[src/verilog/fcs_pkg.sv]
// Shared constants and the state type of the flash command sequencer.
// Assumes a 10 MHz bus clock and a word-wide flash array behind the block.
package fcs_pkg;

  // Clock rate and hardware-reset recovery time before reads resume
  localparam int          CLK_MHZ          = 10;
  localparam int          RECOV_TIME_MS    = 2;
  localparam int          RECOV_CYCLES_DEF = RECOV_TIME_MS * 1000 * CLK_MHZ;
  localparam int          RECOV_W          = 16;

  // Address map: bit 20 splits the flash window from the register window
  localparam int          ADDR_REGION_BIT  = 20;
  localparam int          DP_AW            = ADDR_REGION_BIT + 1;
  localparam int          FLASH_AW         = 17;
  localparam logic [7:0]  REG_SEC_OFF      = 8'h10;
  localparam logic [7:0]  REG_FCS_OFF      = 8'h14;

  // Register fields and reset values
  localparam int          SEC_BIT_POS      = 0;
  localparam int          RDY_BIT_POS      = 0;
  localparam int          PROT_LSB         = 16;
  localparam logic        SEC_RESET        = 1'b1;

  // Flash geometry: pages of words, blocks selected by upper address bits
  localparam int          NUM_BLOCKS       = 6;
  localparam int          BLK_IDX_W        = 3;
  localparam int          BLK_LSB          = 14;
  localparam int          PAGE_WORDS       = 16;
  localparam int          PAGE_IDX_W       = 4;
  localparam int          PAGE_LSB         = PAGE_IDX_W + 2;
  localparam int          PAGE_NUM_W       = FLASH_AW - PAGE_LSB;

  // Command address high bytes and data low bytes
  localparam logic [7:0]  CMD_ADDR_LO      = 8'h54;
  localparam logic [7:0]  CMD_ADDR_HI      = 8'haa;
  localparam logic [7:0]  CMD_UNLOCK1      = 8'haa;
  localparam logic [7:0]  CMD_UNLOCK2      = 8'h55;
  localparam logic [7:0]  CMD_PROGRAM      = 8'ha0;
  localparam logic [7:0]  CMD_ERASE_SETUP  = 8'h80;
  localparam logic [7:0]  CMD_CHIP_ERASE   = 8'h10;
  localparam logic [7:0]  CMD_READ_RESET   = 8'hf0;
  localparam logic [7:0]  CMD_IDENT        = 8'h90;

  // AHB encodings used by the slave
  localparam logic [2:0]  HSIZE_WORD       = 3'b010;
  localparam logic [1:0]  HRESP_OKAY       = 2'b00;

  // Identification word returned in identification read mode (arbitrary value)
  localparam logic [31:0] IDENT_CODE       = 32'h0000_5a01;

  // Sequencer states
  typedef enum logic [3:0] {
    ST_READ       = 4'b0000,
    ST_C1         = 4'b0001,
    ST_C2         = 4'b0010,
    ST_PA         = 4'b0011,
    ST_PD         = 4'b0100,
    ST_E3         = 4'b0101,
    ST_E4         = 4'b0110,
    ST_E5         = 4'b0111,
    ST_IDENT      = 4'b1000,
    ST_PROG_RD    = 4'b1001,
    ST_PROG_LD    = 4'b1010,
    ST_PROG_WAIT  = 4'b1011,
    ST_ERASE_WAIT = 4'b1100,
    ST_LOCK       = 4'b1101
  } fcs_state_t;

endpackage

[src/verilog/fcs_flash_command_sequencer.sv]
// Flash command sequencer: AHB-Lite slave for the flash window and two
// control registers, plus the command-sequence state machine.
// Assumes one AHB master, an array that reads combinationally while
// fa_rd_en is high, and one-cycle fa_done (with fa_fail) per operation.
`timescale 1ns/1ps
`default_nettype none

// Contract
// - Security enable is read/write bit 0
// - Cold reset alone sets security enable to 1
// - Read mode after reset and normal completion
// - Command enters auto mode; identification read stays
// - No array reads served while busy
// - Hardware reset aborts; reads resume after 2 ms
// - Wrong address or data aborts to read
// - Read and read/reset commands cancel sequences; during page data entry a read/reset code is taken as data
// - Ready flag 0 while running, 1 after
// - Commands ignored while busy; only reset stops
// - Abnormal end locks busy until hardware reset
// - Page program stays inside one page
// - Programming only clears bits to zero
// - Protected blocks are never programmed
// - Chip erase skips protected blocks
// - Chip erase is six cycles, then starts
// - Command data bytes follow fixed codes
// - Ready flag is status register bit 0
module fcs_flash_command_sequencer
  import fcs_pkg::*;
#(
  parameter int unsigned RECOV_CYCLES = RECOV_CYCLES_DEF
) (
  input  wire logic                  hclk,
  input  wire logic                  hresetn,
  input  wire logic                  hsel,
  input  wire logic [31:0]           haddr,
  input  wire logic [1:0]            htrans,
  input  wire logic                  hwrite,
  input  wire logic [2:0]            hsize,
  input  wire logic [31:0]           hwdata,
  input  wire logic                  hready,
  output logic                       hreadyout,
  output logic      [1:0]            hresp,
  output logic      [31:0]           hrdata,
  input  wire logic                  warm_reset,
  input  wire logic [NUM_BLOCKS-1:0] blk_protect,
  output logic      [FLASH_AW-1:0]   fa_addr,
  output logic                       fa_rd_en,
  input  wire logic [31:0]           fa_rdata,
  output logic                       fa_prog_en,
  output logic      [31:0]           fa_wdata,
  output logic                       fa_erase_en,
  output logic      [NUM_BLOCKS-1:0] fa_erase_mask,
  input  wire logic                  fa_done,
  input  wire logic                  fa_fail,
  output logic                       ready_busy_flag,
  output logic                       security_enable,
  output logic                       security_active
);

  localparam int PROT_EXT_W = 1 << BLK_IDX_W;

  fcs_state_t                state_reg;
  fcs_state_t                state_next;
  logic [PAGE_IDX_W-1:0]     pcnt_reg;
  logic [PAGE_IDX_W-1:0]     pcnt_next;
  logic [PAGE_NUM_W-1:0]     base_reg;
  logic [PAGE_NUM_W-1:0]     base_next;
  logic                      buf_we;
  logic [31:0]               buf_rdata;
  logic                      sec_reg;
  logic [RECOV_W-1:0]        recov_reg;
  logic                      dp_wr_reg;
  logic [DP_AW-1:0]          dp_addr_reg;
  logic [2:0]                dp_size_reg;
  logic                      rd_wait_reg;
  logic [31:0]               hrdata_reg;
  logic [FLASH_AW-1:0]       fa_addr_reg;
  logic [31:0]               fa_wdata_reg;
  logic                      fa_prog_reg;
  logic                      fa_erase_reg;
  logic [NUM_BLOCKS-1:0]     erase_mask_reg;

  // Address-phase decode
  wire                       ap_take    = hsel & htrans[1] & hready;
  wire                       ap_flash   = ~haddr[ADDR_REGION_BIT];
  wire [7:0]                 ap_off     = haddr[7:0];

  // Data-phase decode; writes always finish in a single data cycle
  wire                       dp_flash   = ~dp_addr_reg[ADDR_REGION_BIT];
  wire [7:0]                 dp_off     = dp_addr_reg[7:0];
  wire                       sec_wr     = dp_wr_reg & ~dp_flash & (dp_off == REG_SEC_OFF);
  wire                       cmd_fire   = dp_wr_reg & dp_flash & (dp_size_reg == HSIZE_WORD);
  wire [7:0]                 cmd_byte   = hwdata[7:0];
  wire                       at_lo      = dp_addr_reg[15:8] == CMD_ADDR_LO;
  wire                       at_hi      = dp_addr_reg[15:8] == CMD_ADDR_HI;
  wire                       is_u1      = cmd_byte == CMD_UNLOCK1;
  wire                       is_u2      = cmd_byte == CMD_UNLOCK2;
  wire                       is_f0      = cmd_byte == CMD_READ_RESET;

  // Mode decode from the state register
  wire                       prog_busy  = (state_reg == ST_PROG_RD) | (state_reg == ST_PROG_LD)
                                        | (state_reg == ST_PROG_WAIT);
  wire                       auto_busy  = prog_busy | (state_reg == ST_ERASE_WAIT);
  wire                       locked     = state_reg == ST_LOCK;
  wire                       in_ident   = state_reg == ST_IDENT;
  wire                       rd_ok      = ~auto_busy & ~locked & ~in_ident & (recov_reg == '0);
  wire                       sec_on     = sec_reg & (&blk_protect);

  // Page and block arithmetic
  wire [PAGE_IDX_W-1:0]      dp_widx    = dp_addr_reg[PAGE_LSB-1:2];
  wire [PAGE_NUM_W-1:0]      dp_page    = dp_addr_reg[FLASH_AW-1:PAGE_LSB];
  wire [FLASH_AW-1:0]        page_addr  = {base_reg, {PAGE_LSB{1'b0}}};
  wire [BLK_IDX_W-1:0]       blk_idx    = page_addr[BLK_LSB +: BLK_IDX_W];
  wire [PROT_EXT_W-1:0]      prot_ext   = {{(PROT_EXT_W - NUM_BLOCKS){1'b1}}, blk_protect};
  wire                       page_prot  = prot_ext[blk_idx];
  wire                       next_word  = (dp_page == base_reg) && (dp_widx == pcnt_reg);
  wire                       last_word  = pcnt_reg == PAGE_IDX_W'(PAGE_WORDS - 1);

  // Register read mux; unmapped offsets read as zero
  wire [31:0]                sec_view   = {31'h0000_0000, sec_reg};
  wire [31:0]                fcs_view   = {10'h000, blk_protect, 15'h0000, ready_busy_flag};
  wire [31:0]                reg_rdata  = (ap_off == REG_SEC_OFF) ? sec_view :
                                          (ap_off == REG_FCS_OFF) ? fcs_view : 32'h0000_0000;

  // Sequencer next state: command decode and the program/erase engine
  always_comb begin
    state_next = state_reg;
    pcnt_next  = pcnt_reg;
    base_next  = base_reg;
    buf_we     = 1'b0;
    case (state_reg)
      ST_READ: begin
        if (cmd_fire && !sec_on && at_lo && is_u1) begin
          state_next = ST_C1;
        end
      end
      ST_C1: begin
        if (cmd_fire) begin
          state_next = (at_hi && is_u2) ? ST_C2 : ST_READ;
        end
      end
      ST_C2: begin
        if (cmd_fire) begin
          if (at_lo && cmd_byte == CMD_PROGRAM) begin
            state_next = ST_PA;
          end else if (at_lo && cmd_byte == CMD_ERASE_SETUP) begin
            state_next = ST_E3;
          end else if (at_lo && cmd_byte == CMD_IDENT) begin
            state_next = ST_IDENT;
          end else begin
            state_next = ST_READ;
          end
        end
      end
      ST_PA: begin
        // First data word must sit at the start of a page
        if (cmd_fire) begin
          if (dp_widx == '0) begin
            base_next  = dp_page;
            buf_we     = 1'b1;
            pcnt_next  = PAGE_IDX_W'(1);
            state_next = ST_PD;
          end else begin
            state_next = ST_READ;
          end
        end
      end
      ST_PD: begin
        // Data words here may equal any code, so no software reset
        if (cmd_fire) begin
          if (next_word) begin
            buf_we = 1'b1;
            if (last_word) begin
              pcnt_next  = '0;
              state_next = page_prot ? ST_READ : ST_PROG_RD;
            end else begin
              pcnt_next = pcnt_reg + PAGE_IDX_W'(1);
            end
          end else begin
            // A cut page must not leave a stale word index for the next one
            pcnt_next  = '0;
            state_next = ST_READ;
          end
        end
      end
      ST_E3: begin
        if (cmd_fire) begin
          state_next = (at_lo && is_u1) ? ST_E4 : ST_READ;
        end
      end
      ST_E4: begin
        if (cmd_fire) begin
          state_next = (at_hi && is_u2) ? ST_E5 : ST_READ;
        end
      end
      ST_E5: begin
        if (cmd_fire) begin
          if (at_lo && cmd_byte == CMD_CHIP_ERASE) begin
            state_next = (&blk_protect) ? ST_READ : ST_ERASE_WAIT;
          end else begin
            state_next = ST_READ;
          end
        end
      end
      ST_IDENT: begin
        // Stays until a read/reset code at any address or a first unlock write at the command address arrives
        if (cmd_fire) begin
          if (is_f0) begin
            state_next = ST_READ;
          end else if (at_lo && is_u1) begin
            state_next = ST_C1;
          end
        end
      end
      ST_PROG_RD: begin
        state_next = ST_PROG_LD;
      end
      ST_PROG_LD: begin
        state_next = ST_PROG_WAIT;
      end
      ST_PROG_WAIT: begin
        // New stores are not looked at while the engine runs
        if (fa_done) begin
          if (fa_fail) begin
            state_next = ST_LOCK;
          end else if (last_word) begin
            pcnt_next  = '0;
            state_next = ST_READ;
          end else begin
            pcnt_next  = pcnt_reg + PAGE_IDX_W'(1);
            state_next = ST_PROG_RD;
          end
        end
      end
      ST_ERASE_WAIT: begin
        if (fa_done) begin
          state_next = fa_fail ? ST_LOCK : ST_READ;
        end
      end
      ST_LOCK: begin
        state_next = ST_LOCK;
      end
      default: begin
        state_next = ST_READ;
      end
    endcase
    // Warm reset abandons whatever was running
    if (warm_reset) begin
      state_next = ST_READ;
      pcnt_next  = '0;
    end
  end

  // Sequencer registers; cold reset lands in read mode
  always_ff @(posedge hclk or negedge hresetn) begin
    if (!hresetn) begin
      state_reg <= ST_READ;
      pcnt_reg  <= '0;
      base_reg  <= '0;
    end else begin
      state_reg <= state_next;
      pcnt_reg  <= pcnt_next;
      base_reg  <= base_next;
    end
  end

  // Security bit survives warm reset; only cold reset sets it
  always_ff @(posedge hclk or negedge hresetn) begin
    if (!hresetn) begin
      sec_reg <= SEC_RESET;
    end else if (sec_wr) begin
      sec_reg <= hwdata[SEC_BIT_POS];
    end
  end

  // Recovery wait after a warm reset that cut an operation short
  always_ff @(posedge hclk or negedge hresetn) begin
    if (!hresetn) begin
      recov_reg <= '0;
    end else if (warm_reset && (auto_busy || locked)) begin
      recov_reg <= RECOV_W'(RECOV_CYCLES);
    end else if (recov_reg != '0) begin
      recov_reg <= recov_reg - RECOV_W'(1);
    end
  end

  // Bus data-phase tracking
  always_ff @(posedge hclk or negedge hresetn) begin
    if (!hresetn) begin
      dp_wr_reg   <= 1'b0;
      dp_addr_reg <= '0;
      dp_size_reg <= '0;
    end else if (hready) begin
      dp_wr_reg   <= ap_take & hwrite;
      dp_addr_reg <= haddr[DP_AW-1:0];
      dp_size_reg <= hsize;
    end
  end

  // Read data: registers and refused reads answer at once, array adds one wait
  always_ff @(posedge hclk or negedge hresetn) begin
    if (!hresetn) begin
      rd_wait_reg <= 1'b0;
      hrdata_reg  <= '0;
    end else if (rd_wait_reg) begin
      rd_wait_reg <= 1'b0;
      hrdata_reg  <= fa_rdata;
    end else if (ap_take && !hwrite) begin
      rd_wait_reg <= ap_flash & rd_ok;
      if (!ap_flash) begin
        hrdata_reg <= reg_rdata;
      end else if (in_ident) begin
        hrdata_reg <= IDENT_CODE;
      end else begin
        hrdata_reg <= 32'h0000_0000;
      end
    end
  end

  // Array address: bus reads in read mode, page words while programming
  always_ff @(posedge hclk or negedge hresetn) begin
    if (!hresetn) begin
      fa_addr_reg <= '0;
    end else if (ap_take && !hwrite && ap_flash && rd_ok) begin
      fa_addr_reg <= haddr[FLASH_AW-1:0];
    end else if (state_reg == ST_PROG_RD) begin
      fa_addr_reg <= {base_reg, pcnt_reg, 2'b00};
    end
  end

  // Program and erase strobes, one cycle each
  always_ff @(posedge hclk or negedge hresetn) begin
    if (!hresetn) begin
      fa_wdata_reg   <= '1;
      fa_prog_reg    <= 1'b0;
      fa_erase_reg   <= 1'b0;
      erase_mask_reg <= '0;
    end else begin
      fa_prog_reg  <= (state_reg == ST_PROG_LD) & ~warm_reset;
      fa_erase_reg <= (state_next == ST_ERASE_WAIT) & (state_reg != ST_ERASE_WAIT);
      if (state_reg == ST_PROG_LD) begin
        // Merge with old contents so no cell is asked to go 0 to 1
        fa_wdata_reg <= buf_rdata & fa_rdata;
      end
      if (state_reg == ST_E5) begin
        erase_mask_reg <= ~blk_protect;
      end
    end
  end

  fcs_page_buffer u_page_buffer (
    .hclk    (hclk),
    .wr_en   (buf_we),
    .wr_idx  (pcnt_reg),
    .wr_data (hwdata),
    .rd_idx  (pcnt_reg),
    .rd_data (buf_rdata)
  );

  // Bus answers: always OKAY, wait state only for array reads
  assign hreadyout       = ~rd_wait_reg;
  assign hresp           = HRESP_OKAY;
  assign hrdata          = hrdata_reg;

  // Array side
  assign fa_addr         = fa_addr_reg;
  assign fa_rd_en        = rd_wait_reg | (state_reg == ST_PROG_LD);
  assign fa_prog_en      = fa_prog_reg;
  assign fa_wdata        = fa_wdata_reg;
  assign fa_erase_en     = fa_erase_reg;
  assign fa_erase_mask   = erase_mask_reg;

  // Status; ready drops the cycle after the last command word
  assign ready_busy_flag = ~(auto_busy | locked);
  assign security_enable = sec_reg;
  assign security_active = sec_on;

endmodule

`default_nettype wire

[src/verilog/fcs_page_buffer.sv]
// One page of program words, filled by the command sequence and
// drained word by word while the page program runs.
// Assumes write and read never need the same entry in one cycle.
`timescale 1ns/1ps
`default_nettype none

module fcs_page_buffer
  import fcs_pkg::*;
(
  input  wire logic                  hclk,
  input  wire logic                  wr_en,
  input  wire logic [PAGE_IDX_W-1:0] wr_idx,
  input  wire logic [31:0]           wr_data,
  input  wire logic [PAGE_IDX_W-1:0] rd_idx,
  output logic      [31:0]           rd_data
);

  logic [31:0] mem [PAGE_WORDS];

  // Storage needs no reset: a page is always filled before it is used
  always_ff @(posedge hclk) begin
    if (wr_en) begin
      mem[wr_idx] <= wr_data;
    end
  end

  // Read is combinational so the engine can merge in the same cycle
  assign rd_data = mem[rd_idx];

endmodule

`default_nettype wire

[config.mk]
export PLATFORM = sky130hd
export DESIGN_NAME = fcs_flash_command_sequencer
export DESIGN_NICKNAME = d
export VERILOG_FILES = /design/src/verilog/fcs_pkg.sv /design/src/verilog/fcs_flash_command_sequencer.sv /design/src/verilog/fcs_page_buffer.sv
export SDC_FILE = /design/constraint.sdc
export NUM_CORES = 1
export LEC_CHECK = 0
export BUFFER_PORTS_ARGS = -buffer_cell sky130_fd_sc_hd__buf_2
export CAP_MARGIN = 20
export CORE_MARGIN = 2
export CORE_UTILIZATION = 50
export CTS_CLUSTER_SIZE = 30
export DETAILED_ROUTE_END_ITERATION = 16
export PLACE_DENSITY_LB_ADDON = 0.15
export REMOVE_ABC_BUFFERS = 1
export SLEW_MARGIN = 20
export SYNTH_ARGS = -nofsm -noshare
export SYNTH_HDL_FRONTEND = slang
export SYNTH_SLANG_ARGS = --single-unit
[constraint.sdc]
create_clock -name hclk -period 4.5 [get_ports hclk]
set_input_delay 0.45 -clock hclk [delete_from_list [all_inputs] [get_ports hclk]]
set_output_delay 0.45 -clock hclk [all_outputs]
set_load 0.03 [all_outputs]
# == Word level (Yosys, flattened, before mapping) ==
# Memory sizes are Yosys's and may differ from the RTL's.
# Index checks and enable logic that the tools add are counted.
# Widths: inputs -> output; s select.
# word_totals
register_bits,151
ramBits,512
input_bits,115
out_inout_bits,96
memories,1
# memory_table
memory,words,width,read_ports,rd_clocked_by_memory_dff,wr,line,source
u_page_buffer.mem,16,32,1,0,1,fcs_page_buffer.sv:18,logic [31:0] mem [PAGE_WORDS];
# op_classes
addsub,2
n_lt_le_gt_ge,1
eq_ne,36
mux,60
bitwise,29
reduce_logical,28
# op_table
operator,count
$mux 4,33
$mux 22,3
$mux 32,2
$pmux 4 s14,1
$eq 8x8->1 const B,6
$mux 17,2
$and 32x32->32,1
$eq 4x4->1 const B,8
$eq 8x5->1 const B,4
$mux 16,2
$eq 4x3->1 const B,4
$eq 8x7->1 const B,2
$logic_not 16->1,1
$reduce_bool 16->1,1
$sub 16x1->16 const B,1
$mux 15,1
$ne 3x3->1 const B,5
$and 1x1->1,14
$logic_and 1x1->1,14
$pmux 4 s3,1
$reduce_and 6->1,2
$eq 11x11->1,1
$mux 1,9
$mux 3,3
other kinds (19),35

# == Logic depth before layout (Yosys ltp) ==
# Gate-level depths: netlist of the first run.
# depth
depth_word,11
depth_mapped,8

# == By module ==
# From an unflattened synthesis of the first run, not the netlist that was laid out.
# unflattened
cells_unflattened,1545
area_unflattened_um2,26415.3
# by_module_without_submodules
mod,n_inst,cells_per_inst,area_each_um2
fcs_page_buffer,1,806,19194.7
fcs_flash_command_sequencer,1,739,7220.7

# == Least setup slack after synthesis of the first run ==
# No wires, ideal clock.
# synth_path
path_kind,register to register
startpoint,register state_reg[0]
endpoint,memory u_page_buffer.mem[2][0] (enable)
setup_time_ns,0.461
t_arrival_ns,4.003
slack_ns,0.036
stages_incl_launch_ff,8
path_buffers,1
period_less_slack_ns,4.464
path_cell_list,dfrtp_1 buf_6 or4b_4 nor4_1 nand4_1 a21boi_2 nand2_1 nor3_1
# synth_via
elab_chain_len,4
# synth_lines
element,line,source
"start, declared",fcs_flash_command_sequencer.sv:62,fcs_state_t state_reg;
"start signal, assigned",fcs_flash_command_sequencer.sv:261,state_reg <= state_next;
$eq 4x3->1 / $eq 4x2->1 (equally long branches),fcs_flash_command_sequencer.sv:131,case (state_reg)
$pmux 1 s2 (*),fcs_flash_command_sequencer.sv:131,
$mux 1 (*),fcs_page_buffer.sv:22,if (wr_en) begin
$mux 1 (implied by the code) (*),fcs_page_buffer.sv:23,mem[wr_idx] <= wr_data;
"end, declared",fcs_page_buffer.sv:18,
# Every way passes the cells marked *; elsewhere a longest branch is shown, timed or not.

# == Worst setup path in the final report of the first run ==
# layout_path
startpoint,register state_reg[1]
endpoint,memory u_page_buffer.mem[15][3] (enable)
# Same word-level chain as after synthesis.

==> results of run 1 <==
==> repair_timing <==
item / in CTS / in global routing
hold buffers: 1 / 0
endpoints found under the hold margin: 56 / 0
setup endpoints to repair: 0 / 0
gates resized for setup: 0 / 0
==> routing by layer <==
metal  global-route usage (%)  wire length [µm]
met3                    3.162              2914
met2                    36.83             29970
met4                    6.031               988
met5                        0                 0
met1                    31.52             25680
==> path summary, 6_finish.rpt <==
path | start | end | slack (ns) | cells past startpoint
min | fa_rdata[1] | fa_wdata[1]$_DFFE_PN1P_ | 0.06 | 3
max in group asynchronous | hresetn | security_enable$_DFFE_PN1P_ | 2.98 | 3
max reg2reg | state_reg[1]$_DFF_PN0_ | u_page_buffer.mem[15][3]$_DFFE_PP_ | 0.83 | 7
min reg2reg | fa_erase_mask[4]$_DFFE_PN0P_ | fa_erase_mask[4]$_DFFE_PN0P_ | 0.48 | 2
min in group asynchronous | hresetn | hrdata[4]$_DFFE_PN0P_ | 0.45 | 2
max | state_reg[1]$_DFF_PN0_ | u_page_buffer.mem[15][3]$_DFFE_PP_ | 0.83 | 7
==> cell usage after synthesis, types with 4 or more instances <==
master / n / area share (%)
a22oi_1: 16 / 0.46
nor4_1: 13 / 0.31
o21ai_0: 52 / 0.99
clkbuf_1: 49 / 0.70
buf_2: 20 / 0.38
nand2b_1: 10 / 0.24
mux2_2: 33 / 1.4
edfxtp_1: 512 / 58
nand2_1: 142 / 2.0
a21oi_1: 15 / 0.29
nand3_1: 15 / 0.29
nor2b_1: 4 / 0.095
a221o_1: 4 / 0.15
xnor2_1: 4 / 0.13
a31oi_1: 4 / 0.095
dfrtp_1: 115 / 11
dfstp_2: 33 / 3.3
nand4_1: 4 / 0.095
mux4_2: 160 / 14
buf_1: 5 / 0.071
nor3b_1: 5 / 0.14
nor2_1: 46 / 0.66
a222oi_1: 6 / 0.23
ha_1: 5 / 0.24
inv_1: 18 / 0.26
a22o_1: 21 / 0.70
nand4b_1: 8 / 0.27
nor3_1: 16 / 0.30
xor2_1: 24 / 0.80
==> worst max-delay path: cells and delay by family (launching register included) <==
| family | cells | cell delay [ns] |
|---|---|---|
| compound gates | 1 | 0.32 |
| flops | 1 | 0.59 |
| simple gates | 5 | 2.07 |
| buf+inv | 1 | 0.34 |
==> kinds of logic after synthesis <==
logic type	after synthesis	synth area share, %
flip-flops	660	72.74
AND/OR/NAND/NOR	295	5.636
multiplexers	194	15.17
AO/OA/AOI/OAI	144	3.761
buffers and inverters	95	1.509
XOR/XNOR	28	0.9330
adder cells (fa/ha/maj)	5	0.2380
other	1	0.01427
==> cell type report <==
type | instances | area share (%)
tap | 688 | 2.820
clock inverter | 35 | 0.8935
inverter | 18 | 0.2213
multi-input combinational | 668 | 22.60
antenna | 2 | 0.01639
clock buffer | 90 | 6.148
timing repair buffer | 236 | 4.619
sequential | 660 | 62.68
==> power by group through the flow <==
stage	registers, mW	clock network (mW)	logic (mW)
final	6.78	5.36	0.498
after global routing	6.79	5.73	0.553
after CTS	6.78	5.49	0.502
after detailed placement	6.90	0	0.501
after global placement	6.90	0	0.482
after floorplan	6.98	0	0.174
==> flow_metrics.tcl, run 1 <==
set metrics [dict create \
    num_rows 84 \
    layout.cells.non_filler 2397 \
    grt_overflow_total 0 \
    fin_ws_ns 0.8291 \
    hpwlAfterDp_um 35480 \
    yosys_warnings 0 \
    worst_path_largest_cell_delay_ns 0.65 \
    wl_per_cell_um 24.85 \
    ctsHtreeMaxLevel 3 \
    remaining_drc_errors 0 \
    swShare_pct 21.70 \
    finalSetupViolCount 0 \
    register_area_um2 19130 \
    cts_tree "built" \
    drive_above_1_share_pct 35.09 \
    layout_commonest_cell "edfxtp_1" \
    avgSynthCellArea_um2 18.48 \
    post-cts-setup-buffers 0 \
    nNetsFinal 1772 \
    cp.required_ns 4.78 \
    antenna_found_initial 3 \
    hold_violations 0 \
    dpl_cell_area_um2 28360 \
    ant_nets 0 \
    fin_worst_skew_ns 0.02487 \
    endpoint_kind "flip-flop" \
    ir_worst_vdd_mv 0.4203 \
    io_pins 211 \
    synth-seq-cells 660 \
    p_comb_share_pct 3.9 \
    dp.cells 2269 \
    tightest_slew_ns 1.085 \
    multi_input_area_um2 6900 \
    cp-start-kind "flip-flop" \
    syn_inst 1422 \
    clk_pin_slew_ns 0.06 \
    path_max_fanout 18 \
    via_per_inst 5.875 \
    yosysUniqueCellTypes 68 \
    dr.pass1.iters 7 \
    clk_latency_ns 0.61 \
    cts_root_buf "clkbuf_16" \
    path_cells "or4b_4, nor4_1, nand4_1, a21boi_2, nand2_1, nor2_4, buf_4" \
    powerDensity_nw_per_um2 414.0 \
    initial_core_util_pct 50.32 \
    largest_register_ffs 512 \
    synth-edff-count 512 \
    track_usage_pct 22.33 \
    worstPathArrival_ns 3.95 \
    finalPower_mw 12.64 \
    finish.instance_area_um2 30530 \
    fin_util_pct 58.44 \
    fillers 3884 \
    mostFrequentLayoutCells "edfxtp_1 (512), buf_2 (192), mux4_2 (160)" \
    seq_power_share_pct 53.7 \
    period_needed_ns 3.671 \
    dr_total_vias 14080 \
    cts.sinks 660 \
    p_switching_mw 2.743 \
    cp_slowest_cell "or4b_4" \
    seq_area_frac_synth_pct 72.74 \
    synthArstFlopShare_pct 22.42 \
    dp_slack_ns 0.8634 \
    fmax_ghz 0.2724 \
    outcome "complete, no violations" \
    critical_path_class "flip-flop to flip-flop" \
    grt_max_degree 135 \
    maxCapViolations 0 \
    min_path_type "input port to flip-flop" \
    area_delta_synth_final_pct 16.14 \
    core_area_um2 52240 \
    die_area_um2 54420 \
    clockPowerShare_pct 42.4 \
    grt_pass1_wl_um 89460 \
    leakage_nw 10.50 \
    syn_area_um2 26280 \
    routed_wl_um 59560 \
    tns_ns 0 \
    cts_buffers 68 \
    synth_flop_cell "edfxtp_1" \
    cellInternalPower_mw 9.895 \
    drt_iter0_drc 1088 \
    grt_pass1_vias 14300 \
    slew_headroom_pct 27.43 \
    timing.final.crit_share_pct 81.58 \
    fin_hold_ws_ns 0.06352 \
    die_y_um 233.3 \
    die_w_um 233.3 \
    rsz0062_at_grt "no" \
    port_buffers 193 \
    clk_path_buf_depth 3 \
    slew_viol_final 0 \
    gp_congestion 0.8471 \
]
Note: power is estimated with default switching activity, not from simulation.
==> run 2: changes to the inputs <==
Settings changed: ABC_AREA from default to 1.
Clock period 4.5 ns to 3 ns, I/O delays scaled along.
==> flow_metrics.tcl, run 2 <==
set metrics [dict create \
    outcome "complete, no violations" \
    cp-start-kind "flip-flop" \
    grt_max_degree 143 \
    gp_congestion 0.8709 \
    synth_top_area_share_pct 56.85 \
    cts_resized 0 \
    track_usage_pct 25.88 \
    hpwlAfterDp_um 40830 \
    grt_pass1_wl_um 111300 \
    num_rows 85 \
    routed_wl_um 71960 \
    core_area_um2 53600 \
    slew_headroom_pct 37.43 \
    tightest_slew_ns 0.9385 \
    cts_root_buf "clkbuf_16" \
    fin_worst_skew_ns 0.02172 \
    clockPowerShare_pct 43.6 \
    drt_iter0_drc 1711 \
    dp_slack_ns 0.2741 \
    largest_register_ffs 512 \
    dr_total_vias 19280 \
    synth-seq-cells 660 \
    yosysUniqueCellTypes 42 \
    critical_path_class "flip-flop to flip-flop" \
    finalPower_mw 19.20 \
    wl_per_cell_um 21.26 \
    cellInternalPower_mw 15.12 \
    initial_core_util_pct 50.45 \
    via_per_inst 5.694 \
    clk_path_buf_depth 3 \
    cts_tree "built" \
    p_switching_mw 4.079 \
    cts_buffers 71 \
    worstPathArrival_ns 3.34 \
    io_pins 211 \
    seq_area_frac_synth_pct 70.70 \
    synth-edff-count 512 \
    dr.pass1.iters 7 \
    leakage_nw 12.24 \
    endpoint_kind "flip-flop" \
    r2r_start "pcnt_reg[0]$_DFFE_PN0P_" \
    swShare_pct 21.24 \
    timing.final.crit_share_pct 93.95 \
    nNetsFinal 2753 \
    ir_worst_vdd_mv 0.4275 \
    avgSynthCellArea_um2 11.39 \
    remaining_drc_errors 0 \
    insertedDiodeCount 0 \
    maxCapViolations 0 \
    ctsHtreeMaxLevel 3 \
    hold_violations 0 \
    synth_flop_cell "edfxtp_1" \
    period_needed_ns 2.819 \
    synth.largest_area_cell "edfxtp_1" \
    antenna_found_initial 0 \
    min_path_type "input port to flip-flop" \
    critPathLaunch "pcnt_reg[0]$_DFFE_PN0P_" \
    powerDensity_nw_per_um2 599.6 \
    rsz0062_at_grt "no" \
    seq_power_share_pct 52.6 \
    synthArstFlopShare_pct 22.42 \
    ant_nets 0 \
    fillers 4408 \
    die_w_um 236.6 \
    clk_pin_slew_ns 0.06 \
    port_buffers 193 \
    syn_area_um2 27040 \
    syn_inst 2374 \
    fmax_ghz 0.3548 \
    synth_area_leaders "edfxtp_1 (57%), dfrtp_1 (11%), o21ai_0 (5.8%)" \
    mostFrequentLayoutCells "edfxtp_1 (512), nand2_1 (372), nor2_1 (337)" \
    fin_ws_ns 0.1815 \
    grt_pass1_vias 19230 \
    p_comb_share_pct 3.8 \
    cp.required_ns 3.52 \
    yosysMostFrequentCell "edfxtp_1" \
    die_y_um 236.6 \
    synthTopCellsByCount "edfxtp_1 (512), nand2_1 (372), nor2_1 (357)" \
    clk_latency_ns 0.61 \
    cts.sinks 660 \
    area_delta_synth_final_pct 18.42 \
    layout_commonest_cell "edfxtp_1" \
    drive_above_1_share_pct 16.07 \
    slew_viol_final 0 \
    yosys_warnings 0 \
    finalSetupViolCount 0 \
    path_max_fanout 142 \
    hold_start "haddr[2]" \
    die_area_um2 55960 \
    grt_overflow_total 0 \
]
[run 2: worst max-delay path, stage by stage (launching register included)]
cell and delay, ns:
dfrtp_4 0.54, inv_6 0.08, buf_12 0.41, buf_4 0.67, o21ai_0 0.19, o22ai_1 0.18, nand2_1 0.08, nand3_1 0.08
a21oi_1 0.10, o21ai_0 0.23
[run 2: routing by layer]
| layer | GRT usage, % | vias up | wire length [µm] |
|---|---|---|---|
| li1 | - | 8929 | - |
| met1 | 36.10 | 9539 | 31270 |
| met2 | 42.34 | 700 | 34560 |
| met3 | 3.800 | 107 | 4597 |
| met4 | 7.998 | 0 | 1535 |
| met5 | 0 | - | 0 |
[run 2: logic make-up after synthesis]
group,Yosys count,synth area share (%)
and+or+nand+nor,894,13.45
DFF,660,70.70
AOI/OAI and AO/OA,547,11.31
buffers and inverters,252,3.794
xor gates and xnor gates,14,0.4534
adders and majority gates,5,0.2313
other,1,0.01387
muxes,1,0.04164
[run 2: layout make-up]
| type | count | area (µm²) | share of cell area [%] |
|---|---|---|---|
| clock inverters | 22 | 157.7 | 0.4923 |
| multi-input cells | 1463 | 7057 | 22.03 |
| clock buffers | 107 | 2067 | 6.454 |
| well taps | 696 | 870.8 | 2.719 |
| repair buffers | 315 | 2281 | 7.122 |
| inverters | 122 | 464.2 | 1.449 |
| flip-flops and latches | 660 | 19130 | 59.73 |
[run 2: power groups by stage]
stage          clock (mW)  sequential (mW)  combinational [mW]
6_report             8.38             10.1               0.733
4_1_cts              8.53             10.1               0.734
3_5_place_dp            0             10.3               0.671
3_3_place_gp            0             10.3               0.649
2_1_floorplan           0             10.3               0.271
5_1_grt              8.94             10.1               0.823
[run 2: final timing paths]
path	end	slack, ns	depth (start not counted)
setup / recovery	fa_wdata[2]$_DFFE_PN1P_	0.18	9
hold / removal	hrdata[19]$_DFFE_PN0P_	0.07	3
setup reg to reg	fa_wdata[2]$_DFFE_PN1P_	0.18	9
hold reg to reg	fa_wdata[20]$_DFFE_PN1P_	0.47	2
max in group asynchronous	fa_wdata[26]$_DFFE_PN1P_	1.85	3
min in group asynchronous	dp_size_reg[1]$_DFFE_PN0P_	0.27	2
[run 2: metrics by stage]
stage	instances	TNS [ns]	utilization [%]	hold WS, ns	cell area (µm²)
floorplan	2245	-3028.64	-	0.004409	26480
global placement	3194	0	54.44	0.3373	29180
detailed placement	3194	0	54.44	0.3460	29180
CTS	3385	0	59.75	0.02764	32030
global route	3385	0	59.75	0.05404	32030
finish	3385	0	59.75	0.06721	32030
[run 2: timing repair]
item / 4_1_cts / 5_1_grt
hold buffers: 62 / 0
hold endpoints to repair: 157 / 0
buffers inserted: 0 / 0
==> run 3: changes to the inputs <==
Settings changed: BUFFER_PORTS_ARGS -buffer_cell sky130_fd_sc_hd__buf_2 to -buffer_cell sky130_fd_sc_hd__buf_4, CTS_CLUSTER_SIZE 30 to 8.
==> flow_metrics.tcl, run 3 (synthesis gave the netlist of run 2 again) <==
set metrics [dict create \
    timing.final.crit_share_pct 88.87 \
    critPathTopFamily "simple AND/OR/NAND/NOR gates" \
    largest_register_ffs 512 \
    outcome "complete, no violations" \
    period_needed_ns 2.666 \
    grt_max_degree 155 \
    die_y_um 236.6 \
    core_area_um2 53600 \
    ir_worst_vdd_mv 0.3694 \
    finalSetupViolCount 0 \
    via_per_inst 5.606 \
    wl_per_cell_um 20.91 \
    cts_tree "built" \
    cts_buffers 92 \
    fmax_ghz 0.3751 \
    cts_root_buf "clkbuf_16" \
    r2r_cells 12 \
    slew_headroom_pct 24.98 \
    cts.sinks 660 \
    die_w_um 236.6 \
    dr.pass1.iters 5 \
    critical_path_class "flip-flop to flip-flop" \
    routed_wl_um 72250 \
    num_rows 85 \
    antenna_found_initial 2 \
    path_cells "inv_1, nand2_1, nand2_1, nand2_1, nor2_1, nand3_1, nor2_1, nand2_1, a21boi_4, nand2_2, nor2_4, buf_12" \
    ctsHtreeMaxLevel 3 \
    cp.required_ns 3.31 \
    drt_iter0_drc 1693 \
    port_buffers 193 \
    leakage_nw 12.72 \
    gp_congestion 0.8635 \
    dp_slack_ns 0.3668 \
    grt_pass1_vias 19220 \
    top_layer_used "met4" \
    hold_start "hwdata[25]" \
    regToRegEndpoint "u_page_buffer.mem[5][11]$_DFFE_PP_" \
    grt_pass1_wl_um 111100 \
    fin_worst_skew_ns 0.01791 \
    die_area_um2 55960 \
    worst_path_largest_cell_delay_ns 0.42 \
    clk_latency_ns 0.63 \
    fin_hold_ws_ns 0.03357 \
    hpwlAfterDp_um 41540 \
    initial_core_util_pct 50.45 \
    hold_depth 1 \
    holdPathEnd "u_page_buffer.mem[2][25]$_DFFE_PP_" \
    worstPathArrival_ns 2.97 \
    drive_above_1_share_pct 15.59 \
    clk_pin_slew_ns 0.05 \
    hold_violations 0 \
    finish.instance_area_um2 33230 \
    ant_nets 0 \
    slew_viol_final 0 \
    area_delta_synth_final_pct 22.88 \
    finalPower_mw 20.55 \
    cpMostUsedCell "nand2_1" \
    met3WireLength_um 4756 \
    r2r_start "base_reg[8]$_DFFE_PN0P_" \
    dr_total_vias 19370 \
    mostFrequentLayoutCells "edfxtp_1 (512), nand2_1 (372), nor2_1 (337)" \
    maxCapViolations 0 \
    layout_commonest_cell "edfxtp_1" \
    track_usage_pct 25.91 \
    dpl_cell_area_um2 29640 \
    cp-start-kind "flip-flop" \
    remaining_drc_errors 0 \
    cp_slowest_cell "dfrtp_1" \
    fin_ws_ns 0.3338 \
    fin_util_pct 62.00 \
    routed-wl-met2_um 34800 \
    clk_path_buf_depth 3 \
    min_path_type "input port to flip-flop" \
    rsz0062_at_grt "no" \
    endpoint_kind "flip-flop" \
    tightest_slew_ns 1.125 \
    path_buf_inv 2 \
    m1WireLength_um 30860 \
    rrSetupSlack_ns 0.33 \
    grt_overflow_total 0 \
    io_pins 211 \
    nNetsFinal 2801 \
    powerDensity_nw_per_um2 618.3 \
    path_max_fanout 19 \
    cts_resized 0 \
]
-- run 3: cell count changes in the layout (fill, tap and decap cells not counted), sizes merged --
cell / change
inv: -3
dlygate4sd3: +27
bufinv: -1
diode: +1
clkbuf: +61
clkinv: -14
clkinvlp: -1
-- run 3: worst max path at each step --
stage | from | end | slack, ns | cells after the start
after floorplan | pcnt_reg[0]$_DFFE_PN0P_ | u_page_buffer.mem[0][0]$_DFFE_PP_ | -5.61 | 10
after global placement | pcnt_reg[3]$_DFFE_PN0P_ | u_page_buffer.mem[5][26]$_DFFE_PP_ | 0.36 | 12
after detailed placement | dp_addr_reg[13]$_DFFE_PN0P_ | u_page_buffer.mem[5][26]$_DFFE_PP_ | 0.37 | 11
after CTS | state_reg[2]$_DFF_PN0_ | fa_rd_en | 0.32 | 7
after global routing | pcnt_reg[3]$_DFFE_PN0P_ | u_page_buffer.mem[5][12]$_DFFE_PP_ | 0.1 | 12
final | base_reg[8]$_DFFE_PN0P_ | u_page_buffer.mem[5][11]$_DFFE_PP_ | 0.33 | 12
-- run 3: area by class of cell --
class,instances,area [µm²]
Inverter,122,464.2
Multi-Input combinational cell,1463,7057
Timing Repair Buffer,342,3010
Fill cell,4205,20370
Clock inverter,3,58.81
Clock buffer,168,2640
Sequential cell,660,19130
Tap cell,696,870.8
Antenna cell,1,2.502
-- run 3: stage by stage --
stage,instances,TNS (ns)
global route,3455,0
detailed placement,3194,0
floorplan,2245,-3028.64
CTS,3454,0
finish,3455,0
global placement,3194,0
-- run 3: report_power, final --
part	leakage (nW)	total (mW)	switching (mW)	internal, mW
combinational	5.08	0.815	0.491	0.325
sequential	6.36	10.1	0.0917	10.0
clock	1.28	9.62	3.74	5.88
-- run 3: timing repair --
| action | CTS | global route |
|---|---|---|
| buffers inserted | 0 | 0 |
| hold buffers | 89 | 0 |
| endpoints found under the setup margin | 0 | 0 |
| hold endpoints to repair | 501 | 0 |
-- run 3: per-layer routing --
metal / vias to the layer above / GRT usage (%)
li1: 9041 / -
met1: 9507 / 35.34
met2: 695 / 42.33
met3: 127 / 4.337
met4: 0 / 9.264
met5: - / 0
